**src/iefr_pkg.sv**
```systemverilog
// iefr_pkg.sv: constants for the interrupt enable/flag register and its event-status helper
`default_nettype none

package iefr_pkg;
  // -------------------------------------------------------------------------
  // bus geometry
  // -------------------------------------------------------------------------
  localparam int DATA_W = 8;
  localparam int ADDR_W = 8;

  // -------------------------------------------------------------------------
  // register offsets
  // -------------------------------------------------------------------------
  localparam logic [ADDR_W-1:0] ADDR_INTCTL     = 8'h00;
  localparam logic [ADDR_W-1:0] ADDR_EVT_STATUS = 8'h01;
  localparam logic [ADDR_W-1:0] ADDR_EVT_MASK   = 8'h02;

  // -------------------------------------------------------------------------
  // interrupt_control field positions
  // -------------------------------------------------------------------------
  localparam int BIT_GLOBAL_EN   = 7;
  localparam int BIT_PERIPH_EN   = 6;
  localparam int BIT_TMR_OVF_EN  = 5;
  localparam int BIT_EXT_PIN_EN  = 4;
  localparam int BIT_PORT_CHG_EN = 3;
  localparam int BIT_TMR_OVF_FLG = 2;
  localparam int BIT_EXT_PIN_FLG = 1;
  localparam int BIT_PORT_CHG_FLG = 0;

  // -------------------------------------------------------------------------
  // event-status layout and reset values
  // -------------------------------------------------------------------------
  localparam int EVT_W        = 3;
  localparam int EVT_TMR_OVF  = 0;
  localparam int EVT_EXT_PIN  = 1;
  localparam int EVT_PORT_CHG = 2;

  localparam logic [DATA_W-1:0] INTCTL_RESET   = 8'h00;
  localparam logic [EVT_W-1:0]  EVT_MASK_RESET = 3'h0;
  localparam logic [DATA_W-1:0] RDATA_IDLE     = 8'h00;
endpackage

`default_nettype wire

```
**src/iefr_top.sv**
```systemverilog
// iefr_top.sv: interrupt enable/flag register with core request and event interrupt
//
// Contract
// - software reads and writes the control register; reads return enables and flags.
// - register holds enables of all sources but the comparator, and flags of the timer, pin and port sources only.
// - a flag sets on its condition even while its own enable is clear.
// - flag setting ignores the global enable, which sits at bit 7.
`timescale 1ns/1ns
`default_nettype none

module iefr_top (
  input  wire logic                         CLOCK,        // 20 MHz core clock
  input  wire logic                         RST,          // synchronous reset, high
  input  wire logic [iefr_pkg::ADDR_W-1:0]  ADDR,         // register address
  input  wire logic [iefr_pkg::DATA_W-1:0]  WDATA,        // write data
  input  wire logic                         WR,           // write strobe
  input  wire logic                         RD,           // read strobe
  output logic      [iefr_pkg::DATA_W-1:0]  RDATA,        // read data, cycle after RD
  input  wire logic                         TMR_OVF_EVT,  // main_timer overflow pulse
  input  wire logic                         EXT_PIN_EVT,  // external pin edge pulse
  input  wire logic                         PORT_CHG_EVT, // port change pulse
  input  wire logic                         PERIPH_IRQ,   // other peripherals pending
  output logic                              CORE_IRQ,     // request to the core
  output logic                              EVT_IRQ       // unmasked event status set
);
  // -------------------------------------------------------------------------
  // register state
  // -------------------------------------------------------------------------
  logic [iefr_pkg::DATA_W-1:0] intctl_q;
  logic [iefr_pkg::DATA_W-1:0] intctl_d;
  logic [iefr_pkg::DATA_W-1:0] rdata_q;
  logic [iefr_pkg::EVT_W-1:0]  evt_status;
  logic [iefr_pkg::EVT_W-1:0]  evt_mask;
  logic [iefr_pkg::EVT_W-1:0]  evt_pulse;
  logic                        wr_intctl;
  logic                        wr_status;
  logic                        wr_mask;

  function automatic logic hit(input logic strobe, input logic [iefr_pkg::ADDR_W-1:0] a,
                               input logic [iefr_pkg::ADDR_W-1:0] reg_addr);
    hit = strobe && (a == reg_addr);
  endfunction

  assign wr_intctl = hit(WR, ADDR, iefr_pkg::ADDR_INTCTL);
  assign wr_status = hit(WR, ADDR, iefr_pkg::ADDR_EVT_STATUS);
  assign wr_mask   = hit(WR, ADDR, iefr_pkg::ADDR_EVT_MASK);

  // -------------------------------------------------------------------------
  // interrupt_control: enables and flags in one byte
  // -------------------------------------------------------------------------
  // the comparator's enable and flag live elsewhere, so only three flag sources here
  always_comb begin
    intctl_d = intctl_q;
    if (wr_intctl) begin
      intctl_d = WDATA;
    end
    // no enable term on purpose: flags latch whatever the enables say
    if (TMR_OVF_EVT) begin
      intctl_d[iefr_pkg::BIT_TMR_OVF_FLG] = 1'b1;
    end
    if (EXT_PIN_EVT) begin
      intctl_d[iefr_pkg::BIT_EXT_PIN_FLG] = 1'b1;
    end
    if (PORT_CHG_EVT) begin
      intctl_d[iefr_pkg::BIT_PORT_CHG_FLG] = 1'b1;
    end
  end

  always_ff @(posedge CLOCK) begin
    if (RST) begin
      intctl_q <= iefr_pkg::INTCTL_RESET;
    end else begin
      intctl_q <= intctl_d;
    end
  end

  // -------------------------------------------------------------------------
  // core request
  // -------------------------------------------------------------------------
  always_comb begin
    CORE_IRQ = intctl_q[iefr_pkg::BIT_GLOBAL_EN] && (
      (intctl_q[iefr_pkg::BIT_TMR_OVF_EN]  && intctl_q[iefr_pkg::BIT_TMR_OVF_FLG])  ||
      (intctl_q[iefr_pkg::BIT_EXT_PIN_EN]  && intctl_q[iefr_pkg::BIT_EXT_PIN_FLG])  ||
      (intctl_q[iefr_pkg::BIT_PORT_CHG_EN] && intctl_q[iefr_pkg::BIT_PORT_CHG_FLG]) ||
      (intctl_q[iefr_pkg::BIT_PERIPH_EN]   && PERIPH_IRQ));
  end

  // -------------------------------------------------------------------------
  // event status and mask
  // -------------------------------------------------------------------------
  always_comb begin
    evt_pulse = '0;
    evt_pulse[iefr_pkg::EVT_TMR_OVF]  = TMR_OVF_EVT;
    evt_pulse[iefr_pkg::EVT_EXT_PIN]  = EXT_PIN_EVT;
    evt_pulse[iefr_pkg::EVT_PORT_CHG] = PORT_CHG_EVT;
  end

  iefr_evt_status #(
    .WIDTH      (iefr_pkg::EVT_W)
  ) u_evt (
    .clk        (CLOCK),
    .rst        (RST),
    .set_pulse  (evt_pulse),
    .clr_we     (wr_status),
    .clr_bits   (WDATA[iefr_pkg::EVT_W-1:0]),
    .mask_we    (wr_mask),
    .mask_wdata (WDATA[iefr_pkg::EVT_W-1:0]),
    .status_q   (evt_status),
    .mask_q     (evt_mask),
    .irq        (EVT_IRQ)
  );

  // -------------------------------------------------------------------------
  // read port
  // -------------------------------------------------------------------------
  // data stand only in the cycle after the strobe; zero otherwise and when unmapped
  always_ff @(posedge CLOCK) begin
    if (RST) begin
      rdata_q <= iefr_pkg::RDATA_IDLE;
    end else if (RD) begin
      case (ADDR)
        iefr_pkg::ADDR_INTCTL:     rdata_q <= intctl_q;
        iefr_pkg::ADDR_EVT_STATUS: rdata_q <= {{(iefr_pkg::DATA_W-iefr_pkg::EVT_W){1'b0}},
                                               evt_status};
        iefr_pkg::ADDR_EVT_MASK:   rdata_q <= {{(iefr_pkg::DATA_W-iefr_pkg::EVT_W){1'b0}},
                                               evt_mask};
        default:                   rdata_q <= iefr_pkg::RDATA_IDLE;
      endcase
    end else begin
      rdata_q <= iefr_pkg::RDATA_IDLE;
    end
  end

  assign RDATA = rdata_q;
endmodule

`default_nettype wire

```
**src/iefr_evt_status.sv**
```systemverilog
// iefr_evt_status.sv: sticky event status with write-one-to-clear and a mask
`timescale 1ns/1ns
`default_nettype none

module iefr_evt_status #(
  parameter int WIDTH = 3
) (
  input  wire logic             clk,         // core clock
  input  wire logic             rst,         // synchronous reset, high
  input  wire logic [WIDTH-1:0] set_pulse,   // one-cycle events
  input  wire logic             clr_we,      // status write strobe
  input  wire logic [WIDTH-1:0] clr_bits,    // ones clear status bits
  input  wire logic             mask_we,     // mask write strobe
  input  wire logic [WIDTH-1:0] mask_wdata,  // new mask value
  output logic      [WIDTH-1:0] status_q,    // sticky status
  output logic      [WIDTH-1:0] mask_q,      // mask, one enables
  output logic                  irq          // level, unmasked status set
);
  logic [WIDTH-1:0] status_d;

  // set wins over a clear landing in the same cycle
  always_comb begin
    status_d = status_q;
    if (clr_we) begin
      status_d = status_q & ~clr_bits;
    end
    status_d = status_d | set_pulse;
  end

  always_ff @(posedge clk) begin
    if (rst) begin
      status_q <= '0;
    end else begin
      status_q <= status_d;
    end
  end

  always_ff @(posedge clk) begin
    if (rst) begin
      mask_q <= WIDTH'(iefr_pkg::EVT_MASK_RESET);
    end else if (mask_we) begin
      mask_q <= mask_wdata;
    end
  end

  assign irq = |(status_q & mask_q);
endmodule

`default_nettype wire

```
**config.mk**
```make
export PLATFORM = sky130hd
export DESIGN_NAME = iefr_top
export DESIGN_NICKNAME = d
export VERILOG_FILES = /design/src/iefr_pkg.sv /design/src/iefr_top.sv /design/src/iefr_evt_status.sv
export SDC_FILE = /design/constraint.sdc
export NUM_CORES = 1
export LEC_CHECK = 0
export CAP_MARGIN = 5
export CORE_ASPECT_RATIO = 1.2
export CORE_MARGIN = 1
export CORE_UTILIZATION = 40
export DETAILED_ROUTE_END_ITERATION = 12
export DONT_BUFFER_PORTS = 1
export GPL_TIMING_DRIVEN = 0
export PLACE_DENSITY = 0.56
export SLEW_MARGIN = 20
export SYNTH_ARGS = -nofsm -noshare
export SYNTH_HDL_FRONTEND = slang
export SYNTH_SLANG_ARGS = --single-unit
export TNS_END_PERCENT = 30
```
**constraint.sdc**
```tcl
create_clock -name CLOCK -period 1.35 [get_ports CLOCK]
set_input_delay 0 -clock CLOCK [delete_from_list [all_inputs] [get_ports CLOCK]]
set_output_delay 0 -clock CLOCK [all_outputs]
set_load 0.01 [all_outputs]
```
==> metrics.yaml <==
clkTransAtPathRegs_ns: 0.12
grt_overflow: 0
cap_violations: 0
antenna_found_initial: 0
die_width_um: 47.75
slowest_delay_ns: 0.57
yosysTopAreaCellShare: 0.4384
ios: 34
insertion_delay_ns: 0.30
clk_path_buf_depth: 2
synth.distinct_cells: 29
rsz0062_at_grt: "false"
synthFlopType: "dfxtp_1"
postSynth.asyncResetShare: 0
post_cts_buffers: 0
gp_routability_congestion: 0.7523
die_y_um: 56.90
postPlaceCellArea_sq_um: 1044
hold_violations: 0
hold_class: "in -> reg"
crit_slowest_cell: "dlygate4sd3_1"
grt_pass1_wl_mm: 4.029
routed_wl_mm: 2.381
cts_resized: 0
synth.most_common_cell: "dfxtp_1"
worstSetupPathType: "in -> reg"
p_per_area_nw_per_um2: 945.2
setup_tns_ns: 0
syn_inst: 106
end_kind: "flip-flop"
wl_per_cell_um: 15.17
multiInputGateArea_sq_um: 514.2
drtPass1Iterations: 4
vias_per_cell: 5.707
root_buffer: "clkbuf_4"
cts.sinks: 22
cts_tree: "yes"
diodes: 0
rows: 19
path_max_fanout: 3
power_leakage_nw: 0.4501
ff_latch_area_sq_um: 440.4
peakVddDrop_uv: 514.0
vias: 896
cts_max_level: 1
drive_gt1_frac: 0.07937
synth_largest_area_cell: "dfxtp_1"
status: "finished clean"
numCtsBuffers: 3
synth_edf_count: 0
drt-initial-drc-count: 27
seq_area_frac_synth: 0.4384
placed_cells: 137
num-fill-cells: 249
layout_min_cycle_time_ns: 1.254
finalSetupViolCount: 0
drc: 0
nets: 151
required_ns: 1.60
track_usage: 0.2056
portBuffers: 0
skew_ns: 0.004254
core_sq_um: 2330
cp_cell_sequence: "dlygate4sd3_1 > nor2_1 > dlygate4sd3_1 > nand4_1 > nor2_1"
design_area_sq_um: 1240
worst_slew_pin_slew_ns: 0.9277
dp_hpwl_mm: 1.696
start_util: 0.4313
grt_pass1_vias: 892
grt_max_degree: 13
netlist_area_sq_um: 1005
maxSlewHeadroom: 0.3767
critPathLaunchType: "primary input"
synthTopCellsByArea: "dfxtp_1 (44%), mux2i_1 (6.0%), nand4_1 (5.6%)"
final_cells: 157
ys_ff_latch: 22
min_period_over_period: 0.9292
fp.dieArea_sq_um: 2717
syn_area_per_cell_sq_um: 9.478
antenna_left: 0
area_growth_pct: 23.41
synthTopCellsByCount: "dfxtp_1 (22), nand4_1 (9), nor2_1 (8)"
drv_slew: 0
syn_nets: 130
yosys_warnings: 0
clock.fmax_mhz: 797.2
worst_ep_arrival_time_ns: 1.50
[registers in the layout, indices dropped and copies added (netlist names)]
name,flops
RDATA,8
u_evt.status_q,3
u_evt.mask_q,3
intctl_q,8
[per-layer routing]
layer  vias up  routed length, um  global-route usage
met1       426               1062              0.2854
met5         -                  0                   0
met4         0                 16             0.07540
met3         2                159             0.04823
met2        35               1143              0.3031
li1        433                  -                   -
[per-stage QoR]
| stage | total power, W | setup WS (ns) | util | hold slack, ns |
|---|---|---|---|---|
| after floorplan | 0.0007537 | 0.2076 | - | 0.06907 |
| after global routing | 0.001227 | 0.0006277 | 0.5322 | 0.03138 |
| final | 0.001172 | 0.09561 | 0.5322 | 0.02480 |
| after global placement | 0.0007724 | 0.05786 | 0.4479 | 0.06984 |
| after detailed placement | 0.0007733 | 0.03442 | 0.4479 | 0.07261 |
| after CTS | 0.001180 | 0.1156 | 0.5322 | 0.01390 |
[logic make-up (layout without fill, tap and decap cells)]
group | Yosys count | in the layout | synth area share
AOI/OAI and AO/OA | 26 | 26 | 0.1918
and+or+nand+nor | 41 | 41 | 0.2603
buffers and inverters | 11 | 31 | 0.04981
DFF | 22 | 22 | 0.4384
muxes | 6 | 6 | 0.05978
[cells in the final DEF (no fill, tap or decap), drive strengths merged, types with 5 or more instances in the layout]
cell         count
dfxtp           22
dlygate4sd3     16
nand4            9
nor2             8
nand2            7
clkbuf           7
and2             6
mux2i            6
inv              5
o31ai            5
a21oi            5
[final timing paths]
path / slack, ns / to / from / cells past startpoint
max: 0.1 / RDATA[1]$_SDFF_PP0_ / ADDR[2] / 5
min: 0.02 / u_evt.status_q[2]$_SDFF_PP0_ / WR / 2
max reg2reg: 0.49 / RDATA[2]$_SDFF_PP0_ / intctl_q[2]$_SDFFE_PP0P_ / 3
min reg2reg: 0.49 / intctl_q[7]$_SDFFE_PP0P_ / intctl_q[7]$_SDFFE_PP0P_ / 2
[power breakdown]
group	switching [W]	total (W)	internal (W)
clock network	0.000200	0.000364	0.000164
registers	0.0000128	0.000675	0.000662
logic	0.0000650	0.000132	0.0000674
total	0.000278	0.00117	0.000894
[critical path: cells and delay by family]
family                 cells  cell delay (ns)
buffers and inverters      2             1.11
and+or+nand+nor            3             0.40
[repair_timing]
action / 4_1_cts / 5_1_grt
endpoints found under the hold margin: 17 / 0
setup endpoints to repair: 0 / 1
hold buffers: 16 / 0
[final cells by class]
cell class | count | share of cell area
clock buffer | 4 | 0.02926
inverter | 5 | 0.01514
timing repair buffer | 16 | 0.1292
buffer | 6 | 0.02523
tap | 31 | 0.03128
multi-input combinational | 73 | 0.4147
sequential | 22 | 0.3552
(Power assumes the default switching activity.)
